### src/eesi_cfg.svh
// Purpose: Constants for the EEPROM serial interface
// Assumes: 25 MHz system clock
// Notes: Timing counts derived from rates
`ifndef EESI_CFG_SVH
`define EESI_CFG_SVH
`define EESI_CLK_HZ 25000000
`define EESI_I2C_HZ 78000
`define EESI_3W_HZ 500000
// Half-period counts, rounded down so the rate is never below the figure
`define EESI_I2C_HALF (`EESI_CLK_HZ / (2 * `EESI_I2C_HZ))
`define EESI_3W_HALF (`EESI_CLK_HZ / (2 * `EESI_3W_HZ))
`define EESI_BIT_ERROR 7
`define EESI_BIT_BUSY 6
`define EESI_BIT_RXACK 5
`define EESI_BIT_TXACK 4
`define EESI_BIT_WAITRDY 7
`define EESI_BIT_FLOAT 5
`define EESI_BIT_RD 4
`define EESI_CMD_NOP 4'h0
`define EESI_CMD_RX 4'h1
`define EESI_CMD_RXACK 4'h2
`define EESI_CMD_TX 4'h3
`define EESI_CMD_STOP 4'h5
`define EESI_CMD_RSVD 4'h6
`define EESI_CMD_START 4'h9
`define EESI_SEL_3W 2'h3
`define EESI_MAX_COUNT 4'h8
`endif

### src/eesi_pkg.sv
// Purpose: Types for the EEPROM serial interface
// Assumes: Nothing
// Notes: States of both modes; start, stop and ack are two-pin only, wait is three-wire only
package eesi_pkg;
   typedef enum logic [3:0] {
      ST_IDLE, ST_START, ST_STOP, ST_BIT, ST_ACK, ST_WAIT, ST_DONE
   } eesi_state_t;
endpackage : eesi_pkg

### src/eesi_top.sv
// Purpose: EEPROM serial interface, two-pin and three-wire modes
// Assumes: Register strobes synchronous to clock
// Notes: Phase 0 of a bit drives the clock low, phase 1 high
`timescale 1ns/1ps
`default_nettype none
`include "eesi_cfg.svh"

// What this block does
// - Two-pin mode uses pins four and five
// - Command 0011 transmits the buffered byte
// - Busy falls at end, raising done interrupt
// - Bit 5 reads 0 on peer acknowledge
// - Command 0001 receives one byte
// - Two-pin clock 78kHz, idle high
// - Illegal command sets error, does nothing
// - Bit 6 is busy during transfer
// - Bit 4 reads 0 after sent acknowledge
// - Clock free-runs after a two-pin byte until a no-op, start, stop or three-wire command
// - Command 0010 receives then acknowledges
// - Codes 0101 stop, 1001 start
// - Select 3 gives 500kHz three-wire mode
// - Three-wire write moves up to 8 bits
// - Wait-ready with float flag holds busy until data rises
// - Float flag releases data at last rise
// - Read-select fills buffer from device
// - Count field sets clocks, 0 to 8
// - MSB first; reads right-justified
// - Zero count gives no clocks: drives or floats data, may wait for ready
module eesi_top (
   input wire logic clock, // System clock
   input wire logic srst, // Synchronous reset, active high
   input wire logic [1:0] eepromPinSelect, // Pin routing select
   input wire logic ctrlWrite, // Write strobe, control register
   input wire logic [7:0] ctrlWdata, // Control write data
   output logic [7:0] ctrlRdata, // Control register read value
   input wire logic bufWrite, // Write strobe, byte buffer
   input wire logic [7:0] bufWdata, // Byte buffer write data
   output logic [7:0] bufRdata, // Byte buffer read value
   output logic serialDoneInterrupt, // One-cycle pulse at busy fall
   output logic gpioPinFourOut, // Serial clock out
   output logic gpioPinFourOe, // Serial clock enable
   input wire logic gpioPinFiveIn, // Serial data line in
   output logic gpioPinFiveOut, // Serial data line out
   output logic gpioPinFiveOe // Serial data line enable
);
   typedef struct packed {
      eesi_pkg::eesi_state_t state;
      logic [7:0] buffer;
      logic [3:0] bitsLeft;
      logic [7:0] halfCnt;
      logic phase;
      logic readMode;
      logic sendAck;
      logic floatFlag;
      logic waitReady;
      logic threeWire;
      logic error;
      logic busy;
      logic rxAckN;
      logic txAckN;
      logic sck;
      logic sdaOut;
      logic sdaOe;
      logic clockRun;
      logic [1:0] seqStep;
      logic dataPrev;
      logic doneIrq;
   } eesi_regs_t;

   eesi_regs_t cur_ff;
   eesi_regs_t nxt_cur;
   logic [7:0] halfLimit;
   logic halfTick;
   logic threeWireSel;

   assign threeWireSel = (eepromPinSelect == `EESI_SEL_3W);
   assign halfLimit = cur_ff.threeWire ? 8'(`EESI_3W_HALF - 1) : 8'(`EESI_I2C_HALF - 1);
   assign halfTick = (cur_ff.halfCnt == halfLimit);

   always_comb begin
      nxt_cur = cur_ff;
      nxt_cur.doneIrq = 1'b0;
      nxt_cur.dataPrev = gpioPinFiveIn;
      if (cur_ff.state != eesi_pkg::ST_IDLE || cur_ff.clockRun) begin
         nxt_cur.halfCnt = halfTick ? 8'h00 : cur_ff.halfCnt + 8'h01;
      end
      // Free-running clock in two-pin mode until a no-op, start, stop or three-wire command stops it
      if (cur_ff.state == eesi_pkg::ST_IDLE && cur_ff.clockRun && halfTick) begin
         nxt_cur.sck = ~cur_ff.sck;
      end
      unique case (cur_ff.state)
         eesi_pkg::ST_IDLE: begin
            if (ctrlWrite) begin
               nxt_cur.threeWire = threeWireSel;
               nxt_cur.halfCnt = 8'h00;
               nxt_cur.phase = 1'b0;
               nxt_cur.seqStep = 2'h0;
               if (threeWireSel) begin
                  nxt_cur.readMode = ctrlWdata[`EESI_BIT_RD];
                  nxt_cur.floatFlag = ctrlWdata[`EESI_BIT_FLOAT];
                  nxt_cur.waitReady = ctrlWdata[`EESI_BIT_WAITRDY] & ctrlWdata[`EESI_BIT_FLOAT];
                  nxt_cur.bitsLeft = (ctrlWdata[3:0] > `EESI_MAX_COUNT) ? `EESI_MAX_COUNT
                                     : ctrlWdata[3:0];
                  nxt_cur.busy = 1'b1;
                  nxt_cur.sck = 1'b0;
                  nxt_cur.clockRun = 1'b0;
                  if (ctrlWdata[3:0] == 4'h0) begin
                     nxt_cur.sdaOe = ~ctrlWdata[`EESI_BIT_FLOAT];
                     // A zero-count command may still wait for the ready rise
                     nxt_cur.state = (ctrlWdata[`EESI_BIT_WAITRDY] & ctrlWdata[`EESI_BIT_FLOAT])
                                     ? eesi_pkg::ST_WAIT : eesi_pkg::ST_DONE;
                  end else begin
                     nxt_cur.sdaOe = ~ctrlWdata[`EESI_BIT_RD];
                     nxt_cur.state = eesi_pkg::ST_BIT;
                  end
               end else begin
                  nxt_cur.sendAck = 1'b0;
                  unique case (ctrlWdata[3:0])
                     `EESI_CMD_NOP: begin
                        nxt_cur.clockRun = 1'b0;
                        nxt_cur.sck = 1'b1;
                     end
                     `EESI_CMD_TX: begin
                        nxt_cur.readMode = 1'b0;
                        nxt_cur.bitsLeft = 4'h8;
                        nxt_cur.busy = 1'b1;
                        nxt_cur.sck = 1'b0;
                        nxt_cur.sdaOe = 1'b1;
                        nxt_cur.state = eesi_pkg::ST_BIT;
                     end
                     `EESI_CMD_RX, `EESI_CMD_RXACK: begin
                        nxt_cur.readMode = 1'b1;
                        nxt_cur.sendAck = (ctrlWdata[3:0] == `EESI_CMD_RXACK);
                        nxt_cur.bitsLeft = 4'h8;
                        nxt_cur.busy = 1'b1;
                        nxt_cur.sck = 1'b0;
                        nxt_cur.sdaOe = 1'b0;
                        nxt_cur.state = eesi_pkg::ST_BIT;
                     end
                     `EESI_CMD_STOP: begin
                        nxt_cur.busy = 1'b1;
                        nxt_cur.state = eesi_pkg::ST_STOP;
                     end
                     `EESI_CMD_START: begin
                        nxt_cur.busy = 1'b1;
                        nxt_cur.state = eesi_pkg::ST_START;
                     end
                     `EESI_CMD_RSVD: begin
                     end
                     default: begin
                        nxt_cur.error = 1'b1;
                     end
                  endcase
                  if (ctrlWdata[3:0] == `EESI_CMD_NOP || ctrlWdata[3:0] == `EESI_CMD_RSVD
                      || ctrlWdata[3:0] == `EESI_CMD_START || ctrlWdata[3:0] == `EESI_CMD_STOP
                      || ctrlWdata[3:0] == `EESI_CMD_TX || ctrlWdata[3:0] == `EESI_CMD_RX
                      || ctrlWdata[3:0] == `EESI_CMD_RXACK) begin
                     nxt_cur.error = 1'b0;
                  end
               end
            end else if (bufWrite) begin
               nxt_cur.buffer = bufWdata;
            end
         end
         eesi_pkg::ST_START: begin
            // Clock high, data falls while clock is high
            if (halfTick) begin
               nxt_cur.seqStep = cur_ff.seqStep + 2'h1;
               unique case (cur_ff.seqStep)
                  2'h0: begin
                     nxt_cur.sck = 1'b1;
                     nxt_cur.sdaOe = 1'b0;
                  end
                  2'h1: nxt_cur.sdaOe = 1'b1;
                  2'h2: nxt_cur.sck = 1'b0;
                  2'h3: begin
                     nxt_cur.clockRun = 1'b0;
                     nxt_cur.state = eesi_pkg::ST_DONE;
                  end
               endcase
            end
         end
         eesi_pkg::ST_STOP: begin
            // Data low, clock rises, then data released high
            if (halfTick) begin
               nxt_cur.seqStep = cur_ff.seqStep + 2'h1;
               unique case (cur_ff.seqStep)
                  2'h0: begin
                     nxt_cur.sck = 1'b0;
                     nxt_cur.sdaOe = 1'b1;
                  end
                  2'h1: nxt_cur.sck = 1'b1;
                  2'h2: nxt_cur.sdaOe = 1'b0;
                  2'h3: begin
                     nxt_cur.clockRun = 1'b0;
                     nxt_cur.state = eesi_pkg::ST_DONE;
                  end
               endcase
            end
         end
         eesi_pkg::ST_BIT: begin
            if (halfTick) begin
               nxt_cur.phase = ~cur_ff.phase;
               nxt_cur.sck = ~cur_ff.phase;
               if (cur_ff.phase) begin
                  // Falling edge: advance bit
                  if (cur_ff.readMode) begin
                     nxt_cur.buffer = {cur_ff.buffer[6:0], gpioPinFiveIn};
                  end else begin
                     nxt_cur.buffer = {cur_ff.buffer[6:0], 1'b0};
                  end
                  nxt_cur.bitsLeft = cur_ff.bitsLeft - 4'h1;
                  if (cur_ff.bitsLeft == 4'h1) begin
                     if (cur_ff.threeWire) begin
                        nxt_cur.sck = 1'b0;
                        nxt_cur.state = cur_ff.waitReady ? eesi_pkg::ST_WAIT
                                                         : eesi_pkg::ST_DONE;
                     end else begin
                        nxt_cur.sdaOe = cur_ff.readMode & cur_ff.sendAck;
                        nxt_cur.state = eesi_pkg::ST_ACK;
                     end
                  end
               end else if (cur_ff.threeWire && cur_ff.floatFlag && cur_ff.bitsLeft == 4'h1) begin
                  nxt_cur.sdaOe = 1'b0;
               end
            end
         end
         eesi_pkg::ST_ACK: begin
            if (halfTick) begin
               nxt_cur.phase = ~cur_ff.phase;
               nxt_cur.sck = ~cur_ff.phase;
               if (!cur_ff.phase && !cur_ff.readMode) begin
                  nxt_cur.rxAckN = gpioPinFiveIn;
               end
               if (cur_ff.phase) begin
                  if (cur_ff.sendAck) begin
                     nxt_cur.txAckN = 1'b0;
                  end
                  nxt_cur.sdaOe = 1'b0;
                  nxt_cur.clockRun = 1'b1;
                  nxt_cur.state = eesi_pkg::ST_DONE;
               end
            end
         end
         eesi_pkg::ST_WAIT: begin
            if (gpioPinFiveIn && !cur_ff.dataPrev) begin
               nxt_cur.state = eesi_pkg::ST_DONE;
            end
         end
         eesi_pkg::ST_DONE: begin
            nxt_cur.busy = 1'b0;
            nxt_cur.doneIrq = 1'b1;
            nxt_cur.state = eesi_pkg::ST_IDLE;
         end
         default: nxt_cur.state = eesi_pkg::ST_IDLE;
      endcase
      if (srst) begin
         nxt_cur = '0;
         nxt_cur.state = eesi_pkg::ST_IDLE;
         nxt_cur.rxAckN = 1'b1;
         nxt_cur.txAckN = 1'b1;
         nxt_cur.sck = 1'b1;
         nxt_cur.dataPrev = 1'b1;
      end
   end

   always_ff @(posedge clock) begin
      cur_ff <= nxt_cur;
   end

   // Three-wire reads right-justify: after count shifts the bits sit low
   assign ctrlRdata = {cur_ff.error, cur_ff.busy, cur_ff.rxAckN, cur_ff.txAckN, 4'h0};
   assign bufRdata = cur_ff.buffer;
   assign serialDoneInterrupt = cur_ff.doneIrq;
   assign gpioPinFourOut = cur_ff.sck;
   assign gpioPinFourOe = 1'b1;
   assign gpioPinFiveOut = cur_ff.threeWire ? cur_ff.buffer[7] : 1'b0;
   assign gpioPinFiveOe = cur_ff.threeWire ? cur_ff.sdaOe
                          : (cur_ff.sdaOe & ~(cur_ff.state == eesi_pkg::ST_BIT
                             && !cur_ff.readMode && cur_ff.buffer[7]));

   a_done_pulse: assert property (@(posedge clock) disable iff (srst)
      $fell(cur_ff.busy) |-> serialDoneInterrupt)
      else $error("Done pulse missing at busy fall");
   a_busy_set: assert property (@(posedge clock) disable iff (srst)
      (cur_ff.state == eesi_pkg::ST_IDLE && ctrlWrite && !threeWireSel
       && ctrlWdata[3:0] == `EESI_CMD_TX) |=> cur_ff.busy)
      else $error("Transmit did not set busy");
   a_error_set: assert property (@(posedge clock) disable iff (srst)
      (cur_ff.state == eesi_pkg::ST_IDLE && ctrlWrite && !threeWireSel
       && ctrlWdata[3:0] == 4'h7) |=> (cur_ff.error && !cur_ff.busy))
      else $error("Illegal command not flagged");
   a_wait_hold: assert property (@(posedge clock) disable iff (srst)
      (cur_ff.state == eesi_pkg::ST_WAIT && !gpioPinFiveIn) |=> cur_ff.busy)
      else $error("Busy fell before data rose");
   a_zero_count: assert property (@(posedge clock) disable iff (srst)
      (cur_ff.state == eesi_pkg::ST_IDLE && ctrlWrite && threeWireSel
       && ctrlWdata[3:0] == 4'h0 && !(ctrlWdata[7] && ctrlWdata[5]))
      |=> ##1 (!cur_ff.busy && gpioPinFourOut == 1'b0))
      else $error("Zero count issued clocks");
   a_irq_busy: assert property (@(posedge clock) disable iff (srst)
      serialDoneInterrupt |-> !cur_ff.busy)
      else $error("Interrupt while busy");
endmodule : eesi_top
`default_nettype wire

### config.mk
export PLATFORM = sky130hd
export DESIGN_NAME = eesi_top
export DESIGN_NICKNAME = d
export VERILOG_FILES = /design/src/eesi_pkg.sv /design/src/eesi_top.sv
export VERILOG_INCLUDE_DIRS = /design/src
export SDC_FILE = /design/constraint.sdc
export NUM_CORES = 1
export LEC_CHECK = 0
export ABC_AREA = 0
export ABC_CLOCK_PERIOD_IN_PS = 3000
export BUFFER_PORTS_ARGS = -buffer_cell sky130_fd_sc_hd__buf_2
export CAP_MARGIN = 5
export CORE_MARGIN = 2
export CORE_UTILIZATION = 45
export CTS_BUF_LIST = sky130_fd_sc_hd__clkbuf_4
export DETAILED_ROUTE_END_ITERATION = 8
export GPL_ROUTABILITY_DRIVEN = 0
export HOLD_SLACK_MARGIN = 0.06
export PLACE_DENSITY_LB_ADDON = 0.12
export SKIP_LAST_GASP = 1
export SYNTH_ARGS = -nofsm -noshare
export SYNTH_HDL_FRONTEND = slang
export SYNTH_SLANG_ARGS = --single-unit
### constraint.sdc
create_clock -name clock -period 3 [get_ports clock]
set_clock_uncertainty 0.1 [all_clocks]
set_input_delay 0.6 -clock clock [delete_from_list [all_inputs] [get_ports clock]]
set_output_delay 0.6 -clock clock [all_outputs]
set_load 0.1 [all_outputs]
=== Word level (Yosys, flattened, before mapping) ===
Index checks and enable logic that the tools add are counted.

* Flip-flop bits (word level): 41

* Equality and inequality tests: 43
* Magnitude comparators: 1
* $add $sub $neg: 3
* Bitwise operators: 9
* Muxes and demuxes: 78
* Reduce and logical (&&, ||, !) cells: 50

{| class="wikitable"
|+ Operators by type and width
! cell !! count
|-
| two-way mux 4 bit || 14
|-
| two-way mux 8 bit || 6
|-
| two-way mux 16 bit || 2
|-
| two-way mux 1 bit || 31
|-
| one-hot mux 12 bit (2 select lines) || 1
|-
| != test 2 bit (second input constant) || 11
|-
| equality test 4 x 3 -> 1 bit (second input constant) || 5
|-
| two-way mux 20 bit || 1
|-
| one-hot mux 4 bit (5 select lines) || 1
|-
| one-hot mux 1 bit (2 select lines) || 9
|-
| AND reduction 3 bit || 6
|-
| equality test 4 x 2 -> 1 bit (second input constant) || 4
|-
| != test 3 bit (second input constant) || 5
|-
| two-way mux 2 bit || 7
|-
| AND reduction 13 bit || 1
|-
| equality test 4 x 1 -> 1 bit (second input constant) || 3
|-
| one-hot mux 4 bit (3 select lines) || 1
|-
| AND reduction 4 bit || 3
|-
| one-hot mux 1 bit (5 select lines) || 2
|-
| AND reduction 10 bit || 1
|-
| AND reduction 5 bit || 2
|-
| adder 8 x 1 -> 8 bit (second input constant) || 1
|-
| equality test 8 bit || 1
|-
| logical AND 1 bit || 8
|-
| 30 further kinds || 58
|}

=== Depth between registers and ports, before layout ===
* Depth in word-level cells: 11
* Mapped depth: 7

=== Least setup slack after synthesis ===
Ideal clock, no wire load.

* Kind: register to output
* From: register cur_ff[40] (netlist bit)
* To: output gpioPinFiveOe
* Stages on the path, launching flop included: 5
* Data arrival time: 2.684 ns
* Required time: 2.300 ns
* Setup slack: -0.384 ns
* Path through: dfxtp_1 > clkbuf_1 > nor2_1 > clkbuf_1 > a31oi_1

* Longest elaborated chain between the ends: 6

{| class="wikitable"
|+ Ends and longest elaborated chain
! element !! RTL line !! text
|-
| start, declared || eesi_top.sv:70 || <nowiki>eesi_regs_t cur_ff;</nowiki>
|-
| start signal, assigned || eesi_top.sv:268 || <nowiki>cur_ff <= nxt_cur;</nowiki>
|-
| equality test 4 x 2 -> 1 bit || eesi_top.sv:279 || <nowiki>: (cur_ff.sdaOe & ~(cur_ff.state == eesi_pkg::ST_BIT</nowiki>
|-
| logical AND 1 bit (2 in a row) || eesi_top.sv:280 || <nowiki>&& !cur_ff.readMode && cur_ff.buffer[7]));</nowiki>
|-
| inverter 1 bit || eesi_top.sv:279 ||
|-
| bitwise AND 1 bit || eesi_top.sv:279 ||
|-
| two-way mux 1 bit || eesi_top.sv:278 || <nowiki>assign gpioPinFiveOe = cur_ff.threeWire ? cur_ff.sdaOe</nowiki>
|-
| end, declared || eesi_top.sv:44 || <nowiki>output logic gpioPinFiveOe</nowiki>
|}

No other way between the ends.

=== Worst setup path after layout ===
* From: register cur_ff[39] (netlist bit)
* To: output gpioPinFiveOe

Same word-level chain as after synthesis.

==> out/metrics.cfg <==
[worst_hold_path]
min_path_type=flop to flop

[sta]
fmax_mhz=384
slew_viol_final=0
fin_crit_ps=2610
period_share_pct=86.9
rsz0062_at_grt=no
finalHoldViolations=0
final.setup.tns_ps=0
layout_setup_ws_ps=393
worst_pin_slew_ps=686
max_slew_margin_pct=54.3
finalSetupViolCount=0

[final_layout]
fill_cells=602
stdcell_area_um2=2830
area_delta_synth_final_pct=8.48
antennaDiodeCount=0
finalNonFillerCells=448
fin_nets=405
drive_above_1_share_pct=17.0

[placed_design]
placed_cells=440
hpwl_um=4760
pre_cts_ws_ps=427
port_buffers=37
placed_cell_area_um2=2780

[floorplanning]
die_h_um=80.2
io_pins=44
fp.dieW_um=80.2
start_util_pct=47.2
num_rows=27
fp.coreArea_um2=5540
die-area_um2=6430

[clock_tree]
cts_made_buffers=5
cts_resized=0
cts_hold_buf=0
post-cts-setup-buffer-count=0
numClockSinks=40
clk_pin_slew_ps=120
worstSkewPairLatency_ps=360
cts_tree=yes
cts_root_buf=clkbuf_4
htreeDepth=2
cts_buffer_depth=2

[yosys]
yosysMostFrequentCell=nand2_1
async_flop_share_pct=0
seq_area_frac_synth_pct=30.7
postSynthCellCount=354
yosys.area.top_type=dfxtp_1
avgSynthCellArea_um2=7.38
synth_area_leaders=dfxtp_1 (31%), nand2_1 (6.9%), nor2_1 (6.5%)
syn_area_um2=2610
synth_flop_cell=dfxtp_1
synth_edf_count=0
synth_seq_cells=40
yosysUniqueCellTypes=58
netlist.area_leader.share_pct=30.7
synth_common_cells=nand2_1 (48), nor2_1 (45), dfxtp_1 (40), a21oi_1 (25)
yosysWarnings=0

[global_route]
grt_pass1_wl_um=10500
grt_max_degree=37
busiest_layer=met2
grt_antenna_before_repair=0
met2_usage_pct=32.8
use_met1_pct=28.3
first_global_vias=2158
grt_overflow=0
met3_usage_pct=3.15
grtUsageTotal_pct=20.7

[status]
outcome=completed

[critical_path]
crit_fanout=14
crit_required_ps=2300
crit_type=flop to primary output
arrival_ps=1910
start_kind=flop
worst_setup_path_end_kind=primary output

[drt]
drt_iter0_markers=140
wl_per_cell_um=14.8
drt_wl_total_um=6640
ant_nets=0
first_pass_iters=4
vias_per_cell=5.70
drcViolationCount=0
vias=2552

[power]
ir_worst_vdd_v=0.000377
power_leakage_uw=0.00107
power.density_nw_per_um2=708

[job]
max_cap_violations=0

sequential cells by signal, indices dropped and copies added, names as in the netlist:
| signal | count |
|---|---|
| bufRdata | 8 |
| ctrlRdata | 4 |
| cur_ff | 26 |
| gpioPinFourOut | 1 |
| serialDoneInterrupt | 1 |
kinds of logic (layout without fill, tap and decap cells):
group / after synthesis / after routing / synth area share (%)
AND/OR/NAND/NOR: 153 / 153 / 27.1
AO/OA/AOI/OAI: 90 / 90 / 24.2
buffers and inverters: 49 / 68 / 9.91
flip-flops: 40 / 40 / 30.7
XOR/XNOR: 10 / 10 / 3.35
adder cells (fa/ha/maj): 7 / 7 / 3.35
multiplexers: 3 / 3 / 1.15
other: 2 / 5 / 0.287
per-layer routing:
layer	wire, µm	share of wire [%]
met3	405	6.1
met4	119	1.8
met5	0	0
met1	2990	45
met2	3120	47
worst max-delay path, stage by stage (launching register included):
cell and delay, ps:
dfxtp_1 660, nand2_1 220, nor2_1 250, a31oi_2 110, buf_2 300
final timing paths:
path	cells past startpoint	end	slack, ps	from
min reg2reg	2	cur_ff[14]	370	cur_ff[14]
max	4	gpioPinFiveOe	390	cur_ff[39]
min	2	cur_ff[14]	370	cur_ff[14]
max reg2reg	7	cur_ff[26]	440	cur_ff[18]
cells in the final DEF, fill, tap and decap left out, types with 6 or more instances in the layout:
cell type,instances
a21oi_1,25
a311oi_1,10
buf_2,37
buf_4,12
dfxtp_1,40
ha_1,7
inv_1,11
nand2_1,48
nand2b_1,10
nand3_1,11
nor2_1,45
nor3_1,12
o21ai_0,12
xor2_1,6
report_power, final:
group / leakage (µW) / total (µW) / internal (µW) / switching, µW
registers: 0.000326 / 692 / 598 / 94.2
clock network: 0.0000249 / 278 / 88.3 / 190
logic: 0.000717 / 1040 / 311 / 725
layout make-up:
cell class / count / area (µm²) / share of cell area (%)
inverter: 11 / 41.3 / 1.46
clock buffer: 5 / 37.5 / 1.32
timing repair buffer: 49 / 275 / 9.71
clock inverter: 3 / 18.8 / 0.662
tap: 72 / 90.1 / 3.18
sequential: 40 / 801 / 28.3
multi-input combinational: 268 / 1570 / 55.4
stage by stage:
stage                     total power [µW]  util, %  hold WS, ps
after floorplan                       1570        -          328
after global placement                1730     50.1          335
after detailed placement              1730     50.1          344
after CTS                             2010     51.2          377
after global routing                  2120     51.2          383
final                                 2010     51.2          375
Power figures use the tool's default switching activity.
